File: src/rtl/ssa_defs.svh
// constants for the subtract / and datapath
`ifndef SSA_DEFS_SVH
`define SSA_DEFS_SVH
// operation codes
`define SSA_OP_SUB 2'h0
`define SSA_OP_SUBTRACT_WITH_BORROW 2'h1
`define SSA_OP_AND 2'h2
// operand forms
`define SSA_F_IMM 3'h0
`define SSA_F_SADDR_IMM 3'h1
`define SSA_F_A_R 3'h2
`define SSA_F_R_A 3'h3
`define SSA_F_A_SADDR 3'h4
`define SSA_F_ABS 3'h5
`define SSA_F_HL 3'h6
`define SSA_F_HL_IDX 3'h7
// index kind for pointer forms
`define SSA_IDX_NONE 2'h0
`define SSA_IDX_BYTE 2'h1
`define SSA_IDX_B 2'h2
`define SSA_IDX_C 2'h3
// register numbers
`define SSA_R_X 3'h0
`define SSA_R_A 3'h1
`define SSA_R_C 3'h2
`define SSA_R_B 3'h3
`define SSA_R_E 3'h4
`define SSA_R_D 3'h5
`define SSA_R_L 3'h6
`define SSA_R_H 3'h7
// flags word bit positions
`define SSA_PSW_CY 0
`define SSA_PSW_BANK0 3
`define SSA_PSW_AC 4
`define SSA_PSW_BANK1 5
`define SSA_PSW_Z 6
`define SSA_PSW_IE 7
`define SSA_PSW_RESET 8'h02
`define SSA_HALF_BIT 4
// byte lengths and clock counts
`define SSA_LEN_1 3'h1
`define SSA_LEN_2 3'h2
`define SSA_LEN_3 3'h3
`define SSA_CLK_4 4'h4
`define SSA_CLK_5 4'h5
`define SSA_CLK_6 4'h6
`define SSA_CLK_8 4'h8
`define SSA_CLK_9 4'h9
`define SSA_CNT_ONE 4'h1
`endif

File: src/rtl/ssa_pkg.sv
// types for the subtract / and datapath
package ssa_pkg;
    typedef enum logic [1:0] {
        SSA_IDLE = 2'h0,
        SSA_FETCH = 2'h1,
        SSA_EXEC = 2'h3,
        SSA_DONE = 2'h2
    } ssa_state_e;
    typedef struct packed {
        logic [7:0] value;
        logic half;
        logic carry;
        logic zero;
    } ssa_alu_s;
endpackage : ssa_pkg

File: src/rtl/ssa_alu_if.sv
// operand and result bundle between the sequencer and the alu
`timescale 1ns/100ps
interface ssa_alu_if;
    logic [1:0] op;
    logic [7:0] lhs;
    logic [7:0] rhs;
    logic carry_in;
    ssa_pkg::ssa_alu_s res;
    modport seq (output op, output lhs, output rhs, output carry_in, input res);
    modport alu (input op, input lhs, input rhs, input carry_in, output res);
endinterface : ssa_alu_if

File: src/rtl/ssa_alu.sv
// combinational subtract, subtract with borrow and and unit
`timescale 1ns/100ps
`include "ssa_defs.svh"
module ssa_alu
    import ssa_pkg::*;
(
    ssa_alu_if.alu bus
);
    logic [8:0] diff;
    logic [4:0] low;
    logic cin;
    // borrow-aware difference and low-nibble borrow
    always_comb begin
        cin = (bus.op == `SSA_OP_SUBTRACT_WITH_BORROW) ? bus.carry_in : 1'b0;
        diff = {1'b0, bus.lhs} - {1'b0, bus.rhs} - {8'h00, cin};
        low = {1'b0, bus.lhs[3:0]} - {1'b0, bus.rhs[3:0]} - {4'h0, cin};
        bus.res.value = (bus.op == `SSA_OP_AND) ? (bus.lhs & bus.rhs) : diff[7:0];
        bus.res.carry = diff[8];
        bus.res.half = low[`SSA_HALF_BIT];
        bus.res.zero = (bus.res.value == 8'h00);
    end
endmodule : ssa_alu

File: src/rtl/ssa_core.sv
// instruction sequencer, register file and flags for sub / subtract_with_borrow / and
// Functional notes
// - eight byte registers A X B C D E H L, readable as four 16-bit pairs.
// - flags word holds zero, half carry, borrow, bank select and interrupt enable.
// - listed flags follow the result; unlisted flags keep their previous value.
// - sub immediate writes A, updates zero half and borrow; 2 bytes 4 clocks.
// - sub immediate from short-direct writes memory, all flags; 3 bytes 6/8 clocks.
// - sub absolute-addressed byte from A, all flags; 3 bytes 8/9 clocks.
// - sub pointer-addressed byte from A; 1 byte 4/5 clocks, all flags.
// - sub pointer plus byte offset; 2 bytes 8/9 clocks, all flags.
// - sub pointer plus B or C; 2 bytes 8/9 clocks, all flags.
// - subtract with borrow immediate also subtracts borrow; same length and clocks.
// - subtract with borrow short-direct immediate writes memory; 3 bytes 6/8 clocks.
// - and immediate writes A, zero only; 2 bytes 4 clocks.
// - and short-direct immediate writes memory, zero only; 3 bytes 6/8 clocks.
// - register forms 2 bytes 4 clocks; neither register form accepts A as the register operand.
// - short count for internal fast RAM or no data access, long count otherwise.
// - one instruction clock is one cpu clock period, internal program memory.
`timescale 1ns/100ps
`include "ssa_defs.svh"
module ssa_core
    import ssa_pkg::*;
(
    input wire logic clk_sys_in,
    input wire logic rst_in,
    input wire logic start_in,
    input wire logic [1:0] op_in,
    input wire logic [2:0] form_in,
    input wire logic [1:0] index_in,
    input wire logic [2:0] reg_sel_in,
    input wire logic [7:0] imm_in,
    input wire logic [15:0] abs_addr_in,
    input wire logic [15:0] saddr_in,
    input wire logic fast_ram_in,
    input wire logic [7:0] mem_rdata_in,
    input wire logic [2:0] wr_sel_in,
    input wire logic [7:0] wr_data_in,
    input wire logic wr_en_in,
    input wire logic bank_wr_in,
    input wire logic [1:0] bank_in,
    input wire logic ie_wr_in,
    input wire logic ie_in,
    output logic busy_out,
    output logic done_out,
    output logic illegal_out,
    output logic [2:0] length_out,
    output logic [3:0] clocks_out,
    output logic mem_rd_out,
    output logic mem_wr_out,
    output logic [15:0] mem_addr_out,
    output logic [7:0] mem_wdata_out,
    output logic [7:0] acc_out,
    output logic [15:0] wide_accumulator_out,
    output logic [15:0] pair_bc_out,
    output logic [15:0] pair_de_out,
    output logic [15:0] pointer_pair_out,
    output logic [7:0] program_flags_word_out
);
    // ******************************
    // storage and state
    // ******************************
    logic [7:0] regs_reg [0:7];
    logic [7:0] regs_next [0:7];
    logic [7:0] psw_reg, psw_next;
    ssa_state_e state_reg, state_next;
    logic [3:0] cnt_reg, cnt_next;
    logic [3:0] clocks_reg, clocks_next;
    logic [2:0] length_reg, length_next;
    logic [1:0] op_reg, op_next;
    logic [2:0] form_reg, form_next;
    logic [2:0] rsel_reg, rsel_next;
    logic [7:0] imm_reg, imm_next;
    logic [15:0] addr_reg, addr_next;
    logic rd_reg, rd_next;
    logic wr_reg, wr_next;
    logic [7:0] wdata_reg, wdata_next;
    logic done_reg, done_next;
    logic ill_reg, ill_next;
    logic [15:0] hl;
    logic [15:0] idx_addr;
    logic uses_mem;
    logic to_mem;
    logic to_reg;
    logic bad_form;
    ssa_alu_if alu_bus ();

    ssa_alu u_alu (
        .bus(alu_bus)
    );

    assign hl = {regs_reg[`SSA_R_H], regs_reg[`SSA_R_L]};

    // pointer-indexed address
    always_comb begin
        unique case (index_in)
            `SSA_IDX_BYTE: idx_addr = hl + {8'h00, imm_in};
            `SSA_IDX_B: idx_addr = hl + {8'h00, regs_reg[`SSA_R_B]};
            `SSA_IDX_C: idx_addr = hl + {8'h00, regs_reg[`SSA_R_C]};
            `SSA_IDX_NONE: idx_addr = hl;
        endcase
    end

    // operand kinds of the latched form; refusal check on the incoming form and register
    always_comb begin
        uses_mem = (form_reg == `SSA_F_SADDR_IMM) || (form_reg == `SSA_F_A_SADDR)
            || (form_reg == `SSA_F_ABS) || (form_reg == `SSA_F_HL)
            || (form_reg == `SSA_F_HL_IDX);
        to_mem = (form_reg == `SSA_F_SADDR_IMM);
        to_reg = (form_reg == `SSA_F_R_A);
        bad_form = ((form_in == `SSA_F_A_R) || (form_in == `SSA_F_R_A))
            && (reg_sel_in == `SSA_R_A);
    end

    // alu operand selection
    always_comb begin
        alu_bus.op = op_reg;
        alu_bus.carry_in = psw_reg[`SSA_PSW_CY];
        alu_bus.lhs = regs_reg[`SSA_R_A];
        alu_bus.rhs = imm_reg;
        unique case (form_reg)
            `SSA_F_IMM: alu_bus.rhs = imm_reg;
            `SSA_F_SADDR_IMM: begin
                alu_bus.lhs = mem_rdata_in;
                alu_bus.rhs = imm_reg;
            end
            `SSA_F_A_R: alu_bus.rhs = regs_reg[rsel_reg];
            `SSA_F_R_A: begin
                alu_bus.lhs = regs_reg[rsel_reg];
                alu_bus.rhs = regs_reg[`SSA_R_A];
            end
            `SSA_F_A_SADDR,
            `SSA_F_ABS,
            `SSA_F_HL,
            `SSA_F_HL_IDX: alu_bus.rhs = mem_rdata_in;
        endcase
    end

    // ******************************
    // sequencer next state
    // ******************************
    always_comb begin
        state_next = state_reg;
        cnt_next = cnt_reg;
        clocks_next = clocks_reg;
        length_next = length_reg;
        op_next = op_reg;
        form_next = form_reg;
        rsel_next = rsel_reg;
        imm_next = imm_reg;
        addr_next = addr_reg;
        rd_next = 1'b0;
        wr_next = 1'b0;
        wdata_next = wdata_reg;
        done_next = 1'b0;
        ill_next = 1'b0;
        for (int i = 0; i < 8; i++) begin
            regs_next[i] = regs_reg[i];
        end
        psw_next = psw_reg;
        if (wr_en_in && (state_reg == SSA_IDLE)) begin
            regs_next[wr_sel_in] = wr_data_in;
        end
        if (bank_wr_in) begin
            psw_next[`SSA_PSW_BANK1] = bank_in[1];
            psw_next[`SSA_PSW_BANK0] = bank_in[0];
        end
        if (ie_wr_in) begin
            psw_next[`SSA_PSW_IE] = ie_in;
        end
        unique case (state_reg)
            SSA_IDLE: begin
                if (start_in && bad_form) begin
                    ill_next = 1'b1;
                end else if (start_in) begin
                    op_next = op_in;
                    form_next = form_in;
                    rsel_next = reg_sel_in;
                    imm_next = imm_in;
                    addr_next = 16'h0000;
                    unique case (form_in)
                        `SSA_F_IMM, `SSA_F_A_R, `SSA_F_R_A: begin
                            length_next = `SSA_LEN_2;
                            clocks_next = `SSA_CLK_4;
                        end
                        `SSA_F_SADDR_IMM: begin
                            length_next = `SSA_LEN_3;
                            clocks_next = fast_ram_in ? `SSA_CLK_6 : `SSA_CLK_8;
                            addr_next = saddr_in;
                        end
                        `SSA_F_A_SADDR: begin
                            length_next = `SSA_LEN_2;
                            clocks_next = fast_ram_in ? `SSA_CLK_4 : `SSA_CLK_5;
                            addr_next = saddr_in;
                        end
                        `SSA_F_ABS: begin
                            length_next = `SSA_LEN_3;
                            clocks_next = fast_ram_in ? `SSA_CLK_8 : `SSA_CLK_9;
                            addr_next = abs_addr_in;
                        end
                        `SSA_F_HL: begin
                            length_next = `SSA_LEN_1;
                            clocks_next = fast_ram_in ? `SSA_CLK_4 : `SSA_CLK_5;
                            addr_next = hl;
                        end
                        `SSA_F_HL_IDX: begin
                            length_next = `SSA_LEN_2;
                            clocks_next = fast_ram_in ? `SSA_CLK_8 : `SSA_CLK_9;
                            addr_next = idx_addr;
                        end
                    endcase
                    cnt_next = `SSA_CNT_ONE;
                    state_next = SSA_FETCH;
                end
            end
            SSA_FETCH: begin
                // one cpu clock per count; issue the data read
                cnt_next = cnt_reg + `SSA_CNT_ONE;
                rd_next = uses_mem;
                state_next = SSA_EXEC;
            end
            SSA_EXEC: begin
                cnt_next = cnt_reg + `SSA_CNT_ONE;
                if (cnt_reg == clocks_reg - `SSA_CNT_ONE) begin
                    if (to_mem) begin
                        wr_next = 1'b1;
                        wdata_next = alu_bus.res.value;
                    end else if (to_reg) begin
                        regs_next[rsel_reg] = alu_bus.res.value;
                    end else begin
                        regs_next[`SSA_R_A] = alu_bus.res.value;
                    end
                    psw_next[`SSA_PSW_Z] = alu_bus.res.zero;
                    if (op_reg != `SSA_OP_AND) begin
                        psw_next[`SSA_PSW_AC] = alu_bus.res.half;
                        psw_next[`SSA_PSW_CY] = alu_bus.res.carry;
                    end
                    state_next = SSA_DONE;
                end else begin
                    rd_next = uses_mem && rd_reg;
                end
            end
            SSA_DONE: begin
                done_next = 1'b1;
                state_next = SSA_IDLE;
            end
        endcase
    end

    // ******************************
    // registers
    // ******************************
    always_ff @(posedge clk_sys_in or posedge rst_in) begin
        if (rst_in) begin
            for (int i = 0; i < 8; i++) begin
                regs_reg[i] <= 8'h00;
            end
            psw_reg <= `SSA_PSW_RESET;
            state_reg <= SSA_IDLE;
            cnt_reg <= 4'h0;
            clocks_reg <= 4'h0;
            length_reg <= 3'h0;
            op_reg <= 2'h0;
            form_reg <= 3'h0;
            rsel_reg <= 3'h0;
            imm_reg <= 8'h00;
            addr_reg <= 16'h0000;
            rd_reg <= 1'b0;
            wr_reg <= 1'b0;
            wdata_reg <= 8'h00;
            done_reg <= 1'b0;
            ill_reg <= 1'b0;
        end else begin
            for (int i = 0; i < 8; i++) begin
                regs_reg[i] <= regs_next[i];
            end
            psw_reg <= psw_next;
            state_reg <= state_next;
            cnt_reg <= cnt_next;
            clocks_reg <= clocks_next;
            length_reg <= length_next;
            op_reg <= op_next;
            form_reg <= form_next;
            rsel_reg <= rsel_next;
            imm_reg <= imm_next;
            addr_reg <= addr_next;
            rd_reg <= rd_next;
            wr_reg <= wr_next;
            wdata_reg <= wdata_next;
            done_reg <= done_next;
            ill_reg <= ill_next;
        end
    end

    // ******************************
    // outputs
    // ******************************
    assign busy_out = (state_reg != SSA_IDLE);
    assign done_out = done_reg;
    assign illegal_out = ill_reg;
    assign length_out = length_reg;
    assign clocks_out = clocks_reg;
    assign mem_rd_out = rd_reg;
    assign mem_wr_out = wr_reg;
    assign mem_addr_out = addr_reg;
    assign mem_wdata_out = wdata_reg;
    assign acc_out = regs_reg[`SSA_R_A];
    // pairs: high byte odd register, low byte even register
    assign wide_accumulator_out = {regs_reg[`SSA_R_A], regs_reg[`SSA_R_X]};
    assign pair_bc_out = {regs_reg[`SSA_R_B], regs_reg[`SSA_R_C]};
    assign pair_de_out = {regs_reg[`SSA_R_D], regs_reg[`SSA_R_E]};
    assign pointer_pair_out = hl;
    assign program_flags_word_out = psw_reg;
endmodule : ssa_core

File: config.mk
export PLATFORM = sky130hd
export DESIGN_NAME = ssa_core
export DESIGN_NICKNAME = d
export VERILOG_FILES = /design/src/rtl/ssa_pkg.sv /design/src/rtl/ssa_alu_if.sv /design/src/rtl/ssa_alu.sv /design/src/rtl/ssa_core.sv
export VERILOG_INCLUDE_DIRS = /design/src /design/src/rtl
export SDC_FILE = /design/constraint.sdc
export NUM_CORES = 1
export LEC_CHECK = 0
export BUFFER_PORTS_ARGS = -buffer_cell sky130_fd_sc_hd__buf_4
export CELL_PAD_IN_SITES_DETAIL_PLACEMENT = 0
export CELL_PAD_IN_SITES_GLOBAL_PLACEMENT = 1
export CORE_ASPECT_RATIO = 1.1
export CORE_MARGIN = 5
export CORE_UTILIZATION = 30
export DETAILED_ROUTE_END_ITERATION = 6
export MAX_ROUTING_LAYER = met4
export PLACE_DENSITY_LB_ADDON = 0.08
export SETUP_SLACK_MARGIN = 0.3
export SKIP_LAST_GASP = 1
export SYNTH_ARGS = -nofsm -noshare
export SYNTH_HDL_FRONTEND = slang
export SYNTH_SLANG_ARGS = --single-unit
File: constraint.sdc
create_clock -name clk_sys_in -period 11.6 [get_ports clk_sys_in]
set_clock_uncertainty 0.2 [all_clocks]
set_input_delay 0.58 -clock clk_sys_in [delete_from_list [all_inputs] [get_ports clk_sys_in]]
set_output_delay 0.58 -clock clk_sys_in [all_outputs]
set_load 0.02 [all_outputs]
==> results of run 1 <==
==> critical path, delay by kind of cell, from the launching register on <==
| family | cells | cell delay [ns] |
|---|---|---|
| compound gates | 7 | 1.69 |
| simple gates | 2 | 0.54 |
| mux | 3 | 1.07 |
| flops | 1 | 1.00 |
| fa+ha+maj | 2 | 0.67 |
==> routing by layer <==
layer | GRT usage | up-vias
met4 | 0.0358 | 0
met2 | 0.341 | 165
met5 | - | -
met3 | 0.0257 | 13
met1 | 0.271 | 3577
li1 | - | 3540
==> synthesized netlist by cell type (all sizes together), types with 3 or more instances <==
cell / n
xnor2: 17
mux2: 51
nand2: 107
o31ai: 3
o221ai: 10
mux4: 16
a21oi: 97
o21a: 3
nand2b: 3
xor2: 9
ha: 28
nor2: 102
dfrtp: 126
a22o: 5
a22oi: 10
and3: 8
clkbuf: 38
nor2b: 23
a222oi: 3
nand4: 3
inv: 36
o211ai: 4
fa: 3
o21bai: 3
nor3: 12
buf: 26
a211oi: 22
nand3: 7
mux2i: 67
a221oi: 3
o21ai: 34
a21o: 11
or2: 4
==> power breakdown <==
part	internal, mW	switching [mW]	leakage [nW]
combinational	0.786	1.31	3.08
clock	0.320	0.224	0.274
sequential	0.588	0.254	1.61
==> final cells by class <==
type / instances / area share
multi-input cells: 688 / 0.456
flip-flops and latches: 126 / 0.295
repair buffers: 196 / 0.138
well taps: 363 / 0.0425
clock buffers: 18 / 0.0402
clock inverters: 14 / 0.0146
inverters: 37 / 0.0135
==> layout by cell type, fill, tap and decap left out, drive strengths merged, types with 12 or more instances in the layout <==
| cell type | count |
|---|---|
| mux2 | 51 |
| mux4 | 16 |
| nor3 | 12 |
| o21ai | 34 |
| nand2 | 107 |
| nor2 | 102 |
| buf | 196 |
| clkbuf | 18 |
| nor2b | 23 |
| dfrtp | 126 |
| xnor2 | 17 |
| ha | 28 |
| inv | 41 |
| mux2i | 67 |
| a21oi | 97 |
| a211oi | 22 |
==> worst min-delay path by stage <==
| stage | cells past startpoint | slack (ns) | from | to |
|---|---|---|---|---|
| floorplan | 2 | 0.24 | imm_reg[2] | imm_reg[2] |
| global placement | 2 | 0.26 | imm_reg[5] | imm_reg[5] |
| detailed placement | 2 | 0.26 | imm_reg[5] | imm_reg[5] |
| CTS | 2 | 0.09 | rst_in | cnt_reg[3] |
| global route | 2 | 0.11 | rst_in | clocks_out[2] |
| finish | 2 | 0.07 | rst_in | cnt_reg[3] |
==> cells by family (layout without fill, tap and decap cells) <==
| group | after synthesis | count (layout) | share of synthesized area |
|---|---|---|---|
| fa+ha+maj | 31 | 31 | 0.0486 |
| compound gates | 215 | 215 | 0.157 |
| mux | 134 | 134 | 0.190 |
| simple gates | 279 | 279 | 0.150 |
| xor+xnor | 26 | 26 | 0.0269 |
| buf+inv | 101 | 265 | 0.0531 |
| other cells | 2 | 3 | 0.000888 |
| flops | 126 | 126 | 0.373 |
==> per-stage QoR <==
step	hold slack [ns]	worst slack, ns	utilization
floorplan	0.238	7.29	-
global placement	0.255	6.35	0.363
detailed placement	0.262	6.26	0.363
CTS	0.0858	6.25	0.384
global route	0.114	5.74	0.384
finish	0.0715	6.24	0.384
==> qor.csv, run 1 <==
stage,metric,value,unit
run_status,status,completed,
detailed_routing,post-route ant nets,0,
setup_path,CP endpoint,pair_bc_out[15],
synth,Post-Syn Area,8450,um^2
setup_path,critical path arrival,5.40,ns
detailed_routing,drt wl/cell,22.0,um
setup_path,crit start category,flip-flop,
clock_tree,Root Driver,clkbuf_16,
synth,Gate Count Post-Synth,914,
die,FP Rows,64,
cells_and_area,P&R area growth vs syn,26.3,%
synth,Yosys cell types,60,
setup_path,R2R depth,14,
detailed_routing,routed vias/inst,5.06,
cells_and_area,Antenna Cells,0,
setup_path,CP max stage cell,dfrtp_1,
pwr,leakage power,4.96,nW
clock_tree,clock transition at the registers of the reported paths,0.06,ns
setup_path,Crit path required time,11.64,ns
flow_run,max_cap viols,0,
detailed_routing,DR DRC count,0,
detailed_routing,DRT Pass-1 Iters,5,
placed_design,GPL Wtd Cong,0.808,
worst_hold_path,hold crit path type,primary input to asynchronous set/reset pin,
die,starting density of the core,0.304,
setup_path,critical path's largest stage delay,1.00,ns
detailed_routing,metal3 WL,980,um
synth,Post-synth EDFFs,0,
clock_tree,Post-CTS Hold Buffers,0,
die,Core Region,27800,um^2
sta,Slew @ Worst Pin,1.18,ns
grt,total grt overflow,0,
setup_path,worst path cell trace,"mux4_2, mux2i_1, o21ai_0, a211oi_1, a21oi_1, ha_1, ha_1, o211ai_1, o31ai_1, or3b_2, a21oi_1, nor3_1, a21oi_1, mux2i_1",
setup_path,worst r2r dst,pair_bc_out[15],
grt,initial antenna violation count,0,
sta,TNS Setup,0,ns
setup_path,crit path kind,flip-flop to flip-flop,
setup_path,most frequent CP cell,a21oi_1,
grt,first-pass GRT wire length,47000,um
grt,largest net degree at the start of global routing,68,
clock_tree,clk_lat worst skew,0.42,ns
sta,RSZ-0062 raised after global routing,false,
clock_tree,clock sink count,126,
cells_and_area,area of the multi-input gates,4870,um^2
pwr,Total Power,3.48,mW
sta,Final Setup Violations,0,
cells_and_area,Register Area,3150,um^2
synth,top_reg_cell synth,dfrtp_1,
sta,minimum clock period after layout,5.36,ns
placed_design,dpl cells,1410,
sta,max-slew violations,0,
die,die width,170,um
clock_tree,Longest Clk Path Bufs,2,
clock_tree,PostCTS Resize Cnt,0,
placed_design,hpwl dp,23600,um
setup_path,worst-path maximum fanout,20,
detailed_routing,DR top layer,met4,
synth,warnings from Yosys,0,
die,DIE AREA,31600,um^2
detailed_routing,DRT met1 WL,14500,um
synth,syn avg cell area,9.25,um^2
cells_and_area,NumNets Final,1176,
synth,register area share after synthesis,0.373,
detailed_routing,WL final,31700,um
grt,number of global-route vias before repair,7434,
placed_design,port buffer count,191,
setup_path,RR Startpoint,rsel_reg[0],
cells_and_area,final instance area,10700,um^2
cells_and_area,Filler cells,2874,
synth,fraction of registers with async set/reset,1.00,
pwr,Power Density,326,nW/um^2
detailed_routing,metal2 WL,16000,um
pwr,Worst IR Drop VDD,325,uV
clock_tree,CTS tree,yes,
sta,fin crit share,0.462,
cells_and_area,non-filler instance count after layout,1442,
sta,FMAX,187,MHz
grt,gr usage total,0.204,
sta,Final Hold Vio Count,0,
clock_tree,Post CTS Setup Buffer Count,0,
setup_path,CP Capture Type,flip-flop,
detailed_routing,Starting DRT DRC Count,534,
sta,Slew HR,0.213,
setup_path,reg2reg setup slack,6.24,ns
synth,Yosys reg bits,126,
placed_design,dpl cell area,10100,um^2
die,Top Ports,195,
setup_path,crit path from,rsel_reg[0],
clock_tree,H-tree depth,4,
synth,Synth area leaders,"dfrtp_1 37%, mux2i_1 7.9%, mux2_2 6.8%",
cells_and_area,fraction of layout instances using a drive strength above 1,0.292,
synth,share of the synthesized area in the top cell type,0.373,
die,die height,186,um
detailed_routing,via count,7295,
clock_tree,CTS buffer count,17,
synth,largest area contributor in the netlist,dfrtp_1,
No activity file was read; power rests on OpenSTA's default activity.
==> run 2, diff against run 1 <==
- clock period: 11.6 -> 4.91 ns (I/O delays scaled with it)
==> run 2 against run 1 <==
Sequential power increased by 120%. Clock power is 130% higher. Fmax rose by 25%. Via count increased by 3.0%.
==> qor.csv, run 2 (synthesis gave the netlist of run 1 again) <==
stage,metric,value,unit,change
clock_tree,clock transition at the registers of the reported paths,0.06,ns,about the same
grt,gr usage total,0.211,,+0.00696
worst_hold_path,hold crit path type,primary input to flip-flop,,
cells_and_area,fraction of layout instances using a drive strength above 1,0.296,,+0.00416
pwr,Worst IR Drop VDD,925,uV,+180%
die,die width,170,um,unchanged
cells_and_area,Final Core Density,0.399,,+0.0149
detailed_routing,post-route ant nets,0,,unchanged
setup_path,crit path from,pointer_pair_out[12],,
setup_path,stages on the worst setup path,15,,+1
sta,RSZ-0062 raised after global routing,false,,
grt,total grt overflow,0,,unchanged
grt,first-pass GRT wire length,48700,um,+3.7%
sta,TNS Setup,0,ns,unchanged
die,DIE AREA,31600,um^2,unchanged
sta,Slew @ Worst Pin,1.16,ns,-0.0186 ns
detailed_routing,Starting DRT DRC Count,470,,-12%
clock_tree,Post CTS Setup Buffer Count,0,,unchanged
cells_and_area,final instance area,11100,um^2,+3.9%
detailed_routing,via count,7512,,+3.0%
cells_and_area,Antenna Cells,0,,unchanged
clock_tree,Root Driver,clkbuf_16,,
clock_tree,Longest Clk Path Bufs,2,,unchanged
clock_tree,H-tree depth,4,,unchanged
detailed_routing,DR DRC count,0,,unchanged
die,die height,186,um,unchanged
setup_path,crit path kind,flip-flop to flip-flop,,
cells_and_area,most frequent cells in the layout,"214 x buf_4, 124 x dfrtp_1, 107 x nand2_1",,
setup_path,crit start category,flip-flop,,
setup_path,Crit path required time,5.04,ns,-6.60 ns
setup_path,worst-path maximum fanout,9,,-55%
run_status,status,completed,,
pwr,Power Density,776,nW/um^2,+140%
setup_path,CP endpoint,pointer_pair_out[15],,
grt,number of global-route vias before repair,7719,,+3.8%
clock_tree,CTS buffer count,17,,unchanged
setup_path,worst r2r dst,pointer_pair_out[15],,
sta,Final Hold Vio Count,0,,unchanged
setup_path,CP max stage cell,mux4_2,,
pwr,leakage power,5.18,nW,+4.4%
setup_path,Buf/Inv on CP,1,,+1
detailed_routing,DRT Pass-1 Iters,6,,+1
setup_path,cell family with most CP delay,simple AND/OR/NAND/NOR gates,,
grt,initial antenna violation count,0,,unchanged
die,starting density of the core,0.304,,unchanged
sta,FMAX,234,MHz,+25%
setup_path,critical path arrival,4.40,ns,-1.00 ns
setup_path,R2R depth,15,,+1
grt,largest net degree at the start of global routing,92,,+35%
sta,Slew HR,0.224,,+0.0117
placed_design,hpwl dp,24400,um,+3.3%
setup_path,critical path's largest stage delay,0.54,ns,-0.46 ns
clock_tree,clk_lat worst skew,0.43,ns,about the same
sta,fin crit share,0.869,,+0.408
cells_and_area,P&R area growth vs syn,31.2,%,
setup_path,RR Startpoint,pointer_pair_out[12],,
sta,max-slew violations,0,,unchanged
detailed_routing,drt wl/cell,21.8,um,-0.86%
die,FP Rows,64,,unchanged
cells_and_area,NumNets Final,1225,,+4.2%
placed_design,dpl cell area,10200,um^2,+1.4%
placed_design,port buffer count,191,,unchanged
setup_path,reg2reg setup slack,0.64,ns,-5.60 ns
die,Top Ports,195,,unchanged
placed_design,GPL Wtd Cong,0.810,,+0.17%
detailed_routing,routed vias/inst,5.04,,-0.41%
flow_run,max_cap viols,0,,unchanged
sta,Final Setup Violations,0,,unchanged
detailed_routing,WL final,32500,um,+2.5%
sta,minimum clock period after layout,4.27,ns,-1.09 ns
setup_path,CP Capture Type,flip-flop,,
pwr,Total Power,8.61,mW,+150%
clock_tree,CTS tree,yes,,
die,Core Region,27800,um^2,unchanged
setup_path,worst path cell trace,"mux4_2, mux2i_1, o21ai_0, a211oi_1, a21oi_1, ha_1, ha_1, a21o_1, nor3_1, or3b_2, and3_1, nor3_1, a21oi_1, buf_4, mux2i_1",,
cells_and_area,"commonest non-fill, non-tap cell in the layout",buf_4,,
clock_tree,clock sink count,126,,unchanged
## run 2: cell types whose count changed in the layout (fill, tap and decap cells not counted), sizes merged
cell | before | now
clkinvlp | 4 | 3
bufinv | 2 | 1
buf | 196 | 216
clkinv | 4 | 6
dlygate4sd3 | 0 | 29
## run 2: worst min-delay path, cell delays in order
cell and delay, ns:
buf_4 0.16, mux2i_1 0.09, mux2i_1 0.12
## run 2: worst min path at each step
stage	startpoint	end	slack, ns	depth (start not counted)
after floorplan	op_in[0]	alu_bus.op[0]	0.15	2
after global placement	op_in[1]	alu_bus.op[1]	0.25	3
after detailed placement	op_in[1]	alu_bus.op[1]	0.25	3
after CTS	wr_data_in[6]	pair_de_out[14]	0.008	3
after global routing	wr_data_in[4]	pair_de_out[12]	0.02	3
final	wr_data_in[6]	pair_de_out[14]	0.04	3
## run 2: area by class of cell
| cell class | instances | area (um^2) |
|---|---|---|
| Clock inverter | 14 | 133 |
| Multi-Input combinational cell | 688 | 4860 |
| Sequential cell | 126 | 3160 |
| Inverter | 37 | 144 |
| Fill cell | 2826 | 16700 |
| Timing Repair Buffer | 245 | 1920 |
| Tap cell | 363 | 454 |
| Clock buffer | 18 | 429 |
## run 2: through the flow
stage                     setup slack, ns  hold WS (ns)  std cells
after floorplan                     0.603         0.151        915
after global placement              0.624         0.246       1430
after detailed placement            0.541         0.251       1430
after CTS                           0.533       0.00815       1491
after global routing                0.315        0.0207       1491
final                               0.641        0.0358       1491
## run 2: what timing repair did
action,in CTS,in global routing
hold endpoints to repair,118,0
resized for setup,0,4
setup endpoints to repair,0,10
hold buffers,29,0
## run 2: where the power goes
group / internal (mW) / switching (mW) / leakage (nW) / total (mW)
Combinational: 2.14 / 3.35 / 3.31 / 5.49
Sequential: 1.39 / 0.474 / 1.60 / 1.87
Clock: 0.705 / 0.544 / 0.268 / 1.25
## run 2: metal layers
layer / global-route usage / share of wire / vias to the layer above
li1: - / - / 3646
met1: 0.281 / 0.46 / 3692
met2: 0.351 / 0.50 / 155
met3: 0.0215 / 0.023 / 19
met4: 0.0470 / 0.012 / 0
met5: - / 0 / -
